===== config.mk =====
export PLATFORM = sky130hd
export DESIGN_NAME = boie_exec
export DESIGN_NICKNAME = d
export VERILOG_FILES = /design/src/rtl/boie_pkg.sv /design/src/rtl/boie_dec_if.sv /design/src/rtl/boie_decoder.sv /design/src/rtl/boie_exec.sv
export VERILOG_INCLUDE_DIRS = /design/src /design/src/rtl
export SDC_FILE = /design/constraint.sdc
export NUM_CORES = 1
export LEC_CHECK = 0
export CORE_ASPECT_RATIO = 0.7
export CORE_MARGIN = 2
export CORE_UTILIZATION = 27
export CTS_CLUSTER_DIAMETER = 100
export CTS_CLUSTER_SIZE = 20
export DETAILED_ROUTE_END_ITERATION = 6
export DONT_BUFFER_PORTS = 1
export GPL_ROUTABILITY_DRIVEN = 0
export SLEW_MARGIN = 25
export SYNTH_ARGS = -nofsm -noshare
export SYNTH_HDL_FRONTEND = slang
export SYNTH_SLANG_ARGS = --single-unit
export TNS_END_PERCENT = 10

===== constraint.sdc =====
create_clock -name clk -period 3.1 [get_ports clk]
set_input_delay 0.31 -clock clk [delete_from_list [all_inputs] [get_ports clk]]
set_output_delay 0.31 -clock clk [all_outputs]
set_load 0.01 [all_outputs]

===== src/rtl/boie_map.svh =====
// Overview of operation
// - Complement-register pattern 0010 01df ffff writes the inverted file register to the destination and updates zero.
// - Destination bit 0 sends the result to the accumulator, bit 1 writes it back to the addressed file register.
// - Decrement-register pattern 0000 11df ffff writes the register minus one to the destination and updates zero.
// - Decrement-skip-zero pattern 0010 11df ffff writes the register minus one, leaves flags, and on a zero result discards the fetched next instruction as a no-op.
// - Decrement-skip-zero takes one cycle, or two when it skips; every other instruction here is one word and one cycle.
// - Or-literal pattern 1101 kkkk kkkk ors the accumulator with the literal into the accumulator and updates zero.
// - Or-accumulator-register pattern 0001 00df ffff ors accumulator and register to the destination and updates zero.
// - Move-register pattern 0010 00df ffff copies the register to the destination and updates zero, so destination 1 tests it.
// - Load-literal pattern 1100 kkkk kkkk loads the literal into the accumulator and leaves every flag alone.
`ifndef BOIE_MAP_SVH
`define BOIE_MAP_SVH
// ----------------------------------------
// Opcode patterns, upper bits
// ----------------------------------------
`define BOIE_OP6_COMPLEMENT 6'h09
`define BOIE_OP6_DECREMENT  6'h03
`define BOIE_OP6_DEC_SKIP   6'h0b
`define BOIE_OP6_OR_ACC_REG 6'h04
`define BOIE_OP6_MOVE_REG   6'h08
`define BOIE_OP4_OR_LITERAL 4'hd
`define BOIE_OP4_LOAD_LIT   4'hc
// ----------------------------------------
// Fields and reset values
// ----------------------------------------
`define BOIE_DEST_BIT       5
`define BOIE_ACC_RESET      8'h00
`define BOIE_ZERO_RESET     1'h0
`endif


===== src/rtl/boie_pkg.sv =====
package boie_pkg;
  typedef enum logic [6:0] {
    BOIE_NONE     = 7'h01,
    BOIE_COMPL    = 7'h02,
    BOIE_DEC      = 7'h04,
    BOIE_DEC_SKIP = 7'h08,
    BOIE_OR_LIT   = 7'h10,
    BOIE_OR_REG   = 7'h20,
    BOIE_MOVE     = 7'h40
  } boie_op_t;
  typedef enum logic [1:0] {
    BOIE_RUN  = 2'h1,
    BOIE_SKIP = 2'h2
  } boie_state_t;
endpackage


===== src/rtl/boie_dec_if.sv =====
`timescale 1ns/10ps
interface boie_dec_if;
  logic [11:0]       instr;
  boie_pkg::boie_op_t op;
  logic              dest_reg;
  modport dec (input instr, output op, output dest_reg);
  modport exe (output instr, input op, input dest_reg);
endinterface


===== src/rtl/boie_decoder.sv =====
`timescale 1ns/10ps
`include "boie_map.svh"
module boie_decoder (
  // Decode link
  boie_dec_if.dec dl
);
  always_comb begin
    dl.dest_reg = dl.instr[`BOIE_DEST_BIT];
    case (dl.instr[11:6])
      `BOIE_OP6_COMPLEMENT: dl.op = boie_pkg::BOIE_COMPL;
      `BOIE_OP6_DECREMENT:  dl.op = boie_pkg::BOIE_DEC;
      `BOIE_OP6_DEC_SKIP:   dl.op = boie_pkg::BOIE_DEC_SKIP;
      `BOIE_OP6_OR_ACC_REG: dl.op = boie_pkg::BOIE_OR_REG;
      `BOIE_OP6_MOVE_REG:   dl.op = boie_pkg::BOIE_MOVE;
      default: begin
        case (dl.instr[11:8])
          `BOIE_OP4_OR_LITERAL: dl.op = boie_pkg::BOIE_OR_LIT;
          `BOIE_OP4_LOAD_LIT:   dl.op = boie_pkg::BOIE_MOVE;
          default:              dl.op = boie_pkg::BOIE_NONE;
        endcase
        if (dl.instr[11:8] == `BOIE_OP4_LOAD_LIT) begin
          dl.op = boie_pkg::BOIE_NONE;
        end
      end
    endcase
  end
endmodule // boie_decoder


===== src/rtl/boie_exec.sv =====
`timescale 1ns/10ps
`include "boie_map.svh"
module boie_exec (
  // Clock and reset
  input  wire logic        clk,
  input  wire logic        reset,
  // Instruction from fetch
  input  wire logic        instr_valid,
  input  wire logic [11:0] instr,
  // File register read port
  output logic      [4:0]  file_addr,
  input  wire logic [7:0]  file_rdata,
  // File register write port
  output logic             file_we,
  output logic      [4:0]  file_waddr,
  output logic      [7:0]  file_wdata,
  // Architectural state
  output logic      [7:0]  acc,
  output logic             zero_flag,
  output logic             skip_cycle,
  output logic             retired
);
  // ----------------------------------------
  // State
  // ----------------------------------------
  typedef struct packed {
    logic [7:0]             acc;
    logic                   zero;
    boie_pkg::boie_state_t  state;
    logic                   we;
    logic [4:0]             waddr;
    logic [7:0]             wdata;
    logic                   retired;
  } boie_regs_t;

  boie_regs_t r;
  boie_regs_t next_r;
  boie_dec_if dl ();

  boie_decoder u_dec (
    .dl (dl)
  );

  function automatic logic is_zero(input logic [7:0] v);
    is_zero = (v == 8'h00);
  endfunction

  assign dl.instr  = instr;
  // Read port is combinational so the operand arrives in the same cycle
  assign file_addr = instr[4:0];

  // ----------------------------------------
  // Execute
  // ----------------------------------------
  always_comb begin
    logic [7:0] res;
    logic       wr_dest;
    logic       upd_z;
    logic       lit_acc;
    res     = 8'h00;
    wr_dest = 1'b0;
    upd_z   = 1'b0;
    lit_acc = 1'b0;
    next_r         = r;
    next_r.we      = 1'b0;
    next_r.retired = 1'b0;
    if (r.state == boie_pkg::BOIE_SKIP) begin
      // Prefetched word is dropped: a no-op second cycle
      next_r.state = boie_pkg::BOIE_RUN;
    end else if (instr_valid) begin
      next_r.retired = 1'b1;
      case (dl.op)
        boie_pkg::BOIE_COMPL: begin
          res = ~file_rdata;
          wr_dest = 1'b1;
          upd_z = 1'b1;
        end
        boie_pkg::BOIE_DEC: begin
          res = file_rdata - 8'h01;
          wr_dest = 1'b1;
          upd_z = 1'b1;
        end
        boie_pkg::BOIE_DEC_SKIP: begin
          res = file_rdata - 8'h01;
          wr_dest = 1'b1;
          if (is_zero(res)) begin
            next_r.state = boie_pkg::BOIE_SKIP;
          end
        end
        boie_pkg::BOIE_OR_REG: begin
          res = r.acc | file_rdata;
          wr_dest = 1'b1;
          upd_z = 1'b1;
        end
        boie_pkg::BOIE_MOVE: begin
          res = file_rdata;
          wr_dest = 1'b1;
          upd_z = 1'b1;
        end
        boie_pkg::BOIE_OR_LIT: begin
          res = r.acc | instr[7:0];
          lit_acc = 1'b1;
          upd_z = 1'b1;
        end
        default: begin
          if (instr[11:8] == `BOIE_OP4_LOAD_LIT) begin
            res = instr[7:0];
            lit_acc = 1'b1;
          end else begin
            next_r.retired = 1'b0;
          end
        end
      endcase
      if (wr_dest && dl.dest_reg) begin
        next_r.we    = 1'b1;
        next_r.waddr = instr[4:0];
        next_r.wdata = res;
      end else if (wr_dest || lit_acc) begin
        next_r.acc = res;
      end
      if (upd_z) begin
        next_r.zero = is_zero(res);
      end
    end
  end

  always_ff @(posedge clk or posedge reset) begin
    if (reset) begin
      r <= '{acc: `BOIE_ACC_RESET, zero: `BOIE_ZERO_RESET, state: boie_pkg::BOIE_RUN,
             we: 1'b0, waddr: 5'h00, wdata: 8'h00, retired: 1'b0};
    end else begin
      r <= next_r;
    end
  end

  assign acc        = r.acc;
  assign zero_flag  = r.zero;
  assign skip_cycle = (r.state == boie_pkg::BOIE_SKIP);
  assign file_we    = r.we;
  assign file_waddr = r.waddr;
  assign file_wdata = r.wdata;
  assign retired    = r.retired;
endmodule // boie_exec


# Word-level counts from Yosys, hierarchy flattened
# Cells that the tools add are included.
dict set report classes {
  addsub 1
  eq_ne 14
  mux 24
  bitwise_logic 5
  n_reduce_logical 15
}
# operator n
set ops {}
lappend ops {{$pmux W8 S5} 1}
lappend ops {{$pmux W7 S5} 1}
lappend ops {{$mux W8} 3}
lappend ops {{$eq A6 B4 Y1 const B} 3}
lappend ops {{$mux W17} 1}
lappend ops {{$logic_not A8 Y1} 2}
lappend ops {{$or A8 B8 Y8} 2}
lappend ops {{$mux W15} 1}
lappend ops {{$mux W14} 1}
lappend ops {{$mux W1} 10}
lappend ops {{$mux W5} 2}
lappend ops {{$reduce_or A5 Y1} 2}
lappend ops {{$reduce_and A3 Y1} 3}
lappend ops {{$eq A4 B4 Y1 const B} 2}
lappend ops {{$not A8 Y8} 1}
lappend ops {{$sub A8 B1 Y8 const B} 1}
lappend ops {{$eq A7 B2 Y1 const B} 1}
lappend ops {{$eq A7 B3 Y1 const B} 1}
lappend ops {{$eq A7 B4 Y1 const B} 1}
lappend ops {{$eq A7 B5 Y1 const B} 1}
lappend ops {{$eq A7 B6 Y1 const B} 1}
lappend ops {{$eq A7 B7 Y1 const B} 1}
lappend ops {{$eq A6 B2 Y1 const B} 1}
lappend ops {{$eq A6 B3 Y1 const B} 1}
lappend ops {{other kinds (10)} 15}
dict set report word_totals {
  register_bits 26
  inputBits 23
  out_inout_bits 30
}

# Logic depth before layout (Yosys ltp)
# Gate-level depths: netlist of run 1.
dict set report depth {
  depth_word 13
  mapped_depth 8
  depth_no_buf 8
}

# Hierarchy
# A second synthesis of run 1 with hierarchy kept.
dict set report unflattened {
  cells_unflattened 248
  area_unflattened_um2 2087.0
}
# mod n_inst cells_each area_each_um2 seq_area_each_um2
set by_module_without_submodules {}
lappend by_module_without_submodules {boie_exec 1 230 1983.2 651.9}
lappend by_module_without_submodules {boie_decoder 1 18 103.8 0.0}

# Least setup slack after synthesis of run 1
# OpenSTA, ideal clock, no wires.
dict set report synth_path {
  kind {in2reg}
  from {input instr[9]}
  to {register r (netlist bit zero_flag)}
  setup_ps 103
  arrival_time_ps 1980
  path_slack_ps 1017
  cell_stages 7
  n_path_buf 1
  path_cell_list {buf_4 > or4b_4 > or2_4 > a31o_1 > a2111oi_2 > nand4b_1 > o41ai_2}
}
dict set report synth_between {
  elab_chain_len 10
  word_cells_on_any_way 27
}
# item line_no
set synth_lines {}
lappend synth_lines {{start, declared} boie_exec.sv:9} ;# input wire logic [11:0] instr,
lappend synth_lines {{$eq A4 B4 Y1} boie_decoder.sv:16} ;# case (dl.instr[11:8])
lappend synth_lines {{$mux W5} n/a}
lappend synth_lines {{$mux W5} boie_decoder.sv:21} ;# if (dl.instr[11:8] == `BOIE_OP4_LOAD_LIT) begin
lappend synth_lines {{$pmux W7 S5} boie_decoder.sv:9} ;# case (dl.instr[11:6])
lappend synth_lines {{$eq A7 B4 Y1, or another cell as far along} boie_exec.sv:72} ;# case (dl.op)
lappend synth_lines {{$reduce_or A2 Y1 (no source line) / $reduce_or A5 Y1 (equally long branches)} n/a}
lappend synth_lines {{$pmux W8 S5 / $mux W1 (equally long branches)} boie_exec.sv:72}
lappend synth_lines {{$mux W8 / $mux W1 (equally long branches)} boie_exec.sv:70} ;# end else if (instr_valid) begin
lappend synth_lines {{$mux W8 / $mux W1 (equally long branches)} boie_exec.sv:67} ;# if (r.state == boie_pkg::BOIE_SKIP) begin
lappend synth_lines {{$logic_not A8 Y1 / $reduce_and A3 Y1 (equally long branches)} n/a}
lappend synth_lines {{end signal, assigned} boie_exec.sv:129} ;# r <= '{acc: `BOIE_ACC_RESET, zero: `BOIE_ZERO_RESET, state: boie_pkg::BOIE_RUN,
lappend synth_lines {{end signal, assigned} boie_exec.sv:132} ;# r <= next_r;
lappend synth_lines {{end, declared} boie_exec.sv:36} ;# boie_regs_t r;
# Several ways; a longest one is shown, not always the timed one. The select of a mux whose other input is x is not followed.
# A chain may end at the register's enable or synchronous reset.

# Worst setup path in the final report of run 1
dict set report layout_path {
  from {register r[15] in the netlist's numbering}
  to {register r (netlist bit file_wdata[6])}
}
dict set report layout_between {
  elab_chain_len 3
}
# item line_no
set layout_lines {}
lappend layout_lines {{$eq A2 B2 Y1} n/a}
lappend layout_lines {{net skip_cycle} boie_exec.sv:20} ;# output logic skip_cycle,
lappend layout_lines {{$not A1 Y1 (no source line)} n/a}
lappend layout_lines {{$reduce_and A3 Y1 (no source line)} n/a}
# The timed path passes the listed nets, and every way through them passes these cells.

==> metrics, run 1 <==
Worst Path Arrival=2.32 ns; Worst Path Max Fanout=13; Max Cap Viol=0; CP max-delay cell=or3_1; Worst-Margin Slew=0.8484 ns; Clock Sinks=26; RSZ-0062 raised after global routing=no; syn nets=219; clock-pin slew on the worst setup and hold paths=around 0.090 ns; Vias/cell=just over 5; Setup TNS Final=0 ns; Synth Flop Type=dfrtp_1; Leak=0.7679 nW; total number of vias=1343; Peak VDD IR=0.0002024 V; # H-tree levels=1; Num CTS Buffers=3; busiest layer in global routing=met2; first-pass GRT wire length=between 7000 and 8000 um; core area=6663 sq um; postcts setup bufs=0; worst hold slack=-0.04255 ns; fmax=464.2 MHz; post-route setup slack=0.9458 ns; final hold violations=25; Synth Cell Area=1842 sq um; DRT Pass-1 Iters=4; vias in the first global route=around 1300; Pwr per Cell Area=479.8 nW/um^2; Post-Route WL=4675 um; critical-path cell list=nor2b_1 -> nand2b_1 -> or3_1 -> inv_1 -> mux2_2; Die Ht=73.10 um; Synth top area share=0.3397; final critical path time including I/O delays and setup=2.154 ns; GRT Resource Usage Total=0.1303; largest net degree at the start of global routing=27; post-synthesis sequential area ratio=0.3539; syn avg cell area=approximately 9.5 sq um; Final Non-Filler Cells=260; DRT iter0 DRCs=just under 80; DR DRC count=0; initial core utilization=0.2764; critical path required time=3.27 ns; Antenna Cells=0; Post-Place Cells=between 200 and 300; crit-path max cell delay=0.61 ns; crit end category=register; async set or reset register ratio after synthesis=1.000; setup slack at placement=0.9247 ns; status=finished with violations; EDFF count, synth=0; worst min path class=input pin to async pin; failing checks=negative hold slack; Syn Inst Count=194; GR Util met3=0.06609; clk_lat worst skew=between 0.2 and 0.3 ns; row count=25; Synth area leaders=dfrtp_1, buf_4, mux2_2, o21ai_0, a21oi_1; startpoint types=register; count of cell types in the netlist=50; fill cell count=710; CTS root buf=clkbuf_8; grt ovf=0; period utilization=0.6949; CTS-repair resized insts=0; Synth Warn #=0; relative slew slack=0.4306; GR Util met2=0.1874; Hold Buf Count CTS=0; Setup Crit Path Kind=register to register; CTS tree=done; Detailed Place HPWL=3649 um; final slew viol count=0; Die W=102.7 um; Ports=53; WL per Instance=17.98 um; Buffers on Ports=0; DRT antenna net count=0; Max Root-Sink Buffers=2; final design utilization=0.2723; final total power=around 0.87 mW; Area Growth Syn to Fin=-1.495%; share of cells above drive strength 1=0.1928; die area=7508 sq um; Setup Skew=0.003306 ns; initial antenna violation count=0; GR met1 Demand/Resource=0.1806; area leader, netlist=dfrtp_1; Seq cells post-synth=26; fin nets=between 150 and 200; most numerous cell in the Yosys netlist=buf_4; synth cell count leaders=buf_4, dfrtp_1, mux2_2, o21ai_0, nand2_1; # setup viols final=0
## final timing paths
check	startpoint	endpoint	slack, ns	cells after the start
worst max-delay path	r[15]	file_wdata[6]	0.95	5
worst min-delay path	reset	file_we	-0.04	1
worst max register to register	r[15]	file_wdata[6]	0.95	5
worst min register to register	r[16]	r[16]	0.50	1
max in group asynchronous	reset	r[15]	2.77	1
min in group clk	instr[0]	file_waddr[0]	0.18	1
## routing by layer
layer	vias to the layer above	wire [um]
met5	-	0
met4	0	14
met3	2	612
met2	60	1930
met1	653	2117
li1	628	-
## critical path: cells and delay by family (launching register included)
family / cells / cell delay (ns)
buffers and inverters: 1 / 0.23
flip-flops: 1 / 0.55
AND/OR/NAND/NOR: 3 / 0.91
multiplexers: 1 / 0.35
## power breakdown
group | switching [mW] | internal (mW)
clock network | 0.111 | 0.173
registers | 0.0687 | 0.392
logic | 0.0598 | 0.0659
## cell families after synthesis
kind of cell | count (synthesis) | synth area share
buffers and inverters | 43 | 0.1440
and+or+nand+nor | 51 | 0.1617
adders and majority gates | 2 | 0.01358
DFF | 26 | 0.3539
xor gates and xnor gates | 6 | 0.02854
muxes | 19 | 0.1148
AOI/OAI and AO/OA | 47 | 0.1834
## through the flow
stage	hold WS [ns]	cell area, sq um
after floorplan	0.3493	1842
after global placement	0.4623	1743
after detailed placement	0.4649	1743
after CTS	0.1684	1814
after global routing	0.009242	1814
final	-0.04255	1814
## cell type report
cell class,count,area (sq um),area share
well taps,94,117.6,0.06483
inverters,9,33.78,0.01862
clock buffers,3,41.29,0.02276
clock inverters,1,30.03,0.01655
multi-input cells,125,924.6,0.5097
repair buffers,2,15.01,0.008276
flip-flops and latches,26,651.9,0.3593
## registers in the layout, indices dropped and copies added (netlist names)
name,flops
file_we,1
file_wdata,8
retired,1
zero_flag,1
file_waddr,5
acc,8
r,2
## layout by cell type (no fill, tap or decap), drive strengths merged, types with 4 or more instances in the layout
cell    count
inv         9
o211ai      4
nor2        7
nand2      10
a21oi       9
nand2b      4
nor3        6
mux2       17
o21ai      13
dfrtp      25
Note: power is estimated with default switching activity, not from simulation.
==> run 2: changes to the inputs <==
- clock period: 3.1 -> 2.2 ns (I/O delays scaled with it)
==> run 2 against run 1 <==
Net effect: global-route usage up 0.49 points; utilization up 0.83 points; routed wire length up 6.8%; the flow now finishes without violations; combinational power up 50%; highest routed layer unchanged; die area unchanged; final cell count up 2.7%; non-clock buffer count up 7; fmax up 8.2%; design area up 3.0%.
==> metrics, run 2 (synthesis gave the netlist of run 1 again) <==
Setup TNS Final=0 ns (unchanged); Switch Pwr=0.3480 mW (+45%); Setup Skew=0.005953 ns (+0.002647 ns); die area=7508 sq um (unchanged); Worst Path Max Fanout=3 (-10); core area=6663 sq um (unchanged); Comb pwr share=0.152 (+0.008); worst hold slack=0.08542 ns (+0.1280 ns); DR DRC count=0 (unchanged); final hold violations=0 (-100%); Setup Crit Path Kind=register to register; grt ovf=0 (unchanged); first-pass GRT wire length=7576 um (+3.2%); min-delay src=instr[1]; share of cells above drive strength 1=0.2139 (+0.02110); Detailed Place HPWL=3993 um (+9.4%); CTS tree=done; # setup viols final=0 (unchanged); Final Non-Filler Cells=267 (+2.7%); GRT Resource Usage Total=0.1352 (+0.004892); status=finished clean; final slew viol count=0 (unchanged); Max Cap Viol=0 (unchanged); Peak VDD IR=0.0002546 V (+26%); Max Root-Sink Buffers=2 (unchanged); startpoint types=register; fin nets=199 (+3.6%); fmax=502.4 MHz (+8.2%); DRT antenna net count=0 (unchanged); Worst R2R Start=r[15]; crit end category=register; Area Growth Syn to Fin=1.494%; Ports=53 (unchanged); Buffers on Ports=0 (unchanged); relative slew slack=0.5448 (+0.1142); Num CTS Buffers=3 (unchanged); Post-Route WL=4994 um (+6.8%); Worst-Margin Slew=0.6766 ns (-0.1718 ns); Worst Path Arrival=2.16 ns (-0.16 ns); Die Ht=73.10 um (unchanged); CTS root buf=clkbuf_8; DRT Pass-1 Iters=4 (unchanged); Pwr per Cell Area=664.3 nW/um^2 (+38%); final total power=1.242 mW (+43%); Clock Sinks=26 (unchanged); largest net degree at the start of global routing=27 (unchanged); RSZ-0062 raised after global routing=no; final critical path time including I/O delays and setup=1.991 ns (-0.1637 ns); final design utilization=0.2806 (+0.008263); DRT iter0 DRCs=118 (+51%); initial core utilization=0.2764 (unchanged); most frequent cells in the layout=dfrtp_1, mux2_2, o21ai_0; worst setup path startpoint=r[15]; Sw Share=0.2802 (+0.004624); clock-pin slew on the worst setup and hold paths=0.09 ns (about the same); # H-tree levels=1 (unchanged); Leak=0.7999 nW (+4.2%); vias in the first global route=1322 (+1.8%); initial antenna violation count=0 (unchanged); worst min path class=input pin to register; period utilization=0.9048 (+0.2099); Clock Power Share=0.323 (-0.004); Post-Place Cells=262 (+2.3%); Die W=102.7 um (unchanged); clk_lat worst skew=0.28 ns (about the same); critical path required time=2.37 ns (-0.90 ns); postcts setup bufs=0 (unchanged); Internal=0.8939 mW (+42%); most common cell after layout, fill and taps aside=dfrtp_1; total number of vias=1408 (+4.8%); row count=25 (unchanged); Vias/cell=5.273 (+2.1%); WL per Instance=18.70 um (+4.0%); Antenna Cells=0 (unchanged); sequential share of power=0.526 (-0.003)
[run 2: critical path, stage by stage, from the launching register on]
cell and delay [ns]:
dfstp_2 0.55, nor2b_1 0.09, nand2b_1 0.19, a31o_1 0.23, a2111oi_2 0.27, nand4b_1 0.16, o41ai_2 0.38
[run 2: path summary, 6_finish.rpt]
| path | end | slack [ns] | cells past startpoint |
|---|---|---|---|
| worst max register to register | zero_flag | 0.21 | 6 |
| worst min register to register | r[16] | 0.50 | 1 |
| max in group asynchronous | r[15] | 1.48 | 3 |
| worst max-delay path | zero_flag | 0.21 | 6 |
| worst min-delay path | file_waddr[1] | 0.09 | 1 |
| min in group asynchronous | file_we | 0.42 | 3 |
[run 2: stage by stage]
stage / setup slack [ns] / instance area [sq um]
floorplan: 0.2068 / 1842
global placement: 0.1849 / 1788
detailed placement: 0.08227 / 1788
CTS: 0.2284 / 1869
global route: 0.1334 / 1869
finish: 0.2095 / 1869
[run 2: routing by layer]
metal	wire length, um	share of wire	GRT usage	vias to the layer above
met5	0	0	0	-
met4	14	0.0028	0.01778	0
met3	778	0.16	0.07950	2
met2	2030	0.41	0.1866	82
met1	2170	0.43	0.1857	687
li1	-	-	-	637
[run 2: layout make-up]
type                       instances  area, sq um
clock buffer                       3        41.29
multi-input combinational        125        924.6
fill                             716         4793
inverter                           9        33.78
sequential                        26        651.9
tap                               94        117.6
clock inverter                     1        30.03
timing repair buffer               9        70.07
[run 2: repair_timing]
item | 4_1_cts | 5_1_grt
hold buffers | 1 | 0
gates resized for setup | 0 | 0
endpoints found under the hold margin | 25 | 0
[run 2: power groups by stage]
stage	clock network [mW]	registers, mW	logic [mW]
global placement	0	0.665	0.184
CTS	0.414	0.658	0.188
floorplan	0	0.596	0.307
detailed placement	0	0.668	0.186
global route	0.429	0.670	0.210
finish	0.401	0.653	0.189
==> run 3: changes to the inputs <==
- ABC_AREA: not set -> 1
==> run 3 against run 2 <==
Net effect: register-to-register slack improved by 0.11 ns; non-clock buffer count shrank 6; clock skew grew 0.0011 ns; sequential share of layout area is 2.0 points lower; critical path type unchanged; largest cell class unchanged.
==> metrics, run 3 <==
Max Cap Viol=0 (unchanged); final critical path time including I/O delays and setup=1.885 ns (-0.1058 ns); GR met1 Demand/Resource=0.2015 (+0.01580); Synth Flop Type=dfrtp_1; die area=8038 sq um (+7.1%); Post-Route WL=5291 um (+5.9%); DRT Pass-1 Iters=4 (unchanged); Die Ht=75.62 um (+3.4%); # H-tree levels=1 (unchanged); CTS-repair resized insts=0 (unchanged); DRT antenna net count=0 (unchanged); Synth Warn #=0 (unchanged); share of cells above drive strength 1=0.1055 (-0.1084); GRT Resource Usage Total=0.1379 (+0.002736); synth cell count leaders=nand2_1, inv_1, nor2_1, buf_4, dfrtp_1; Worst Path Max Fanout=19 (+16); xor/xnor cell area share of the yosys netlist=0.004428 (-0.02411); clk_lat worst skew=0.27 ns (about the same); Post-Synth Simple-Gate Area=0.3928 (+0.2311); mux contribution to synthesized area=0 (-0.1148); # setup viols final=0 (unchanged); final total power=1.283 mW (+3.3%); Vias/cell=4.488 (-15%); placed cell area=1904 sq um (+6.5%); Setup Crit Path Kind=register to register; Num CTS Buffers=3 (unchanged); DR DRC count=0 (unchanged); most numerous cell in the Yosys netlist=nand2_1; critical path required time=2.37 ns (about the same); CP max-delay cell=nor2_1; period utilization=0.8567 (-0.04808); total number of vias=1674 (+19%); Die W=106.3 um (+3.5%); busiest layer in global routing=met1; Pwr per Cell Area=645.9 nW/um^2 (-2.8%); largest net degree at the start of global routing=27 (unchanged); EDFF count, synth=0 (unchanged); CTS root buf=clkbuf_8; clock-pin slew on the worst setup and hold paths=0.09 ns (about the same); adder-cell share of the synthesized area=0.01265 (-0.0009367); worst min path class=input pin to register; syn nets=321 (+47%); postcts setup bufs=0 (unchanged); GR Util met2=0.1930 (+0.006382); core area=7189 sq um (+7.9%); fmax=530.6 MHz (+5.6%); Synth Cell Area=1978 sq um (+7.4%); Antenna Cells=0 (unchanged); Peak VDD IR=0.0002847 V (+12%); most frequent cells in the layout=nand2_1, inv_1, nor2_1; Ports=53 (unchanged); syn avg cell area=6.683 sq um (-30%); fin nets=301 (+51%); most common cell after layout, fill and taps aside=nand2_1; Worst Path Arrival=2.06 ns (-0.10 ns); Area Growth Syn to Fin=0.3793%; Syn Inst Count=296 (+53%); count of cell types in the netlist=30 (-40%); Detailed Place HPWL=4378 um (+9.6%); vias in the first global route=1577 (+19%); final hold violations=0 (unchanged); Max Root-Sink Buffers=2 (unchanged); initial core utilization=0.2751 (-0.001284); startpoint types=register; GR Util met3=0.06074 (-0.01877); Clock Sinks=26 (unchanged); Setup TNS Final=0 ns (unchanged); crit-path max cell delay=0.42 ns (-0.13 ns); RSZ-0062 raised after global routing=no; Synth top area share=0.3163 (-0.02342); Worst-Margin Slew=0.5712 ns (-0.1054 ns); final slew viol count=0 (unchanged); Leak=1.033 nW (+29%); Final Cell Area=1986 sq um (+6.2%); Buffers on Ports=0 (unchanged); Compound-Gate Fraction of Synth Area=0.08729 (-0.09614); async set or reset register ratio after synthesis=1.000 (unchanged); first-pass GRT wire length=8542 um (+13%); Seq cells post-synth=26 (unchanged); initial antenna violation count=0 (unchanged); crit end category=register; DRT iter0 DRCs=79 (-33%); WL per Instance=14.18 um (-24%); CTS tree=done; status=finished clean; row count=26 (+4.0%); post-synthesis sequential area ratio=0.3295 (-0.02440); Synth area leaders=dfrtp_1, nand2_1, buf_4, inv_1, nor2_1; relative slew slack=0.6178 (+0.07302); grt ovf=0 (unchanged); area leader, netlist=dfrtp_1; main combinational cell family by area after synthesis=simple AND/OR/NAND/NOR gates; Setup Skew=0.007070 ns (+0.001117 ns); critical-path cell list=nor2_1 -> nor2_1 -> nand2_2 -> clkinv_1 -> nand2_1 -> nand2_1
-- run 3: cell count changes in the layout (fill, tap and decap cells not counted), moves of 6 or more --
cell     change
a21oi_1      -6
nand2_1     +87
nor2_1      +25
buf_4        -6
inv_1       +23
nand2_2      +6
mux2_2      -17
nand3_1     +20
-- run 3: stage by stage --
step	worst slack (ns)	hold WS (ns)	util	instances
after floorplan	0.7642	0.2593	-	296
after global placement	0.3788	0.1880	0.2649	368
after detailed placement	0.3073	0.1890	0.2649	368
after CTS	0.2827	0.05242	0.2762	373
after global routing	0.1075	0.04647	0.2762	373
final	0.3153	0.05502	0.2762	373
-- run 3: what timing repair did --
item,CTS,global route
endpoints found under the setup margin,0,0
hold endpoints to repair,25,0
hold buffers,1,0
-- run 3: kinds of logic (layout without fill, tap and decap cells) --
| group | Yosys count | in the layout |
|---|---|---|
| adders and majority gates | 2 | 2 |
| xor gates and xnor gates | 1 | 1 |
| DFF | 26 | 26 |
| and+or+nand+nor | 175 | 175 |
| buffers and inverters | 63 | 42 |
| AOI/OAI and AO/OA | 29 | 29 |
-- run 3: critical path: cells and delay by family, from the launching register on --
kind                   cells  cell delay (ns)
DFF                        1             0.38
and+or+nand+nor            5             1.08
buffers and inverters      1             0.32
-- run 3: routing by layer --
| layer | vias up | part of all wire |
|---|---|---|
| li1 | 865 | - |
| met2 | 55 | 0.37 |
| met4 | 0 | 0.0019 |
| met3 | 2 | 0.12 |
| met5 | - | 0 |
| met1 | 752 | 0.50 |
-- run 3: worst paths after layout --
| path | from | end | slack (ns) | cells after the start |
|---|---|---|---|---|
| min reg2reg | r[16] | r[15] | 0.53 | 2 |
| min | instr[2] | file_waddr[2] | 0.06 | 2 |
| max in group asynchronous | reset | r[15] | 1.47 | 3 |
| min in group asynchronous | reset | file_waddr[3] | 0.44 | 3 |
| max | r[15] | file_wdata[3] | 0.32 | 6 |
| max reg2reg | r[15] | file_wdata[3] | 0.32 | 6 |
-- run 3: final cells by class --
| class | count | area, sq um |
|---|---|---|
| clock inverter | 1 | 30.03 |
| inverter | 35 | 131.4 |
| clock buffer | 3 | 41.29 |
| timing repair buffer | 3 | 25.02 |
| tap | 98 | 122.6 |
| fill | 815 | 5204 |
| multi-input combinational | 207 | 983.4 |
| sequential | 26 | 651.9 |
-- run 3: where the power goes --
part | switching, mW | internal (mW) | total [mW]
sequential | 0.106 | 0.558 | 0.664
combinational | 0.141 | 0.0847 | 0.225
clock | 0.150 | 0.244 | 0.393
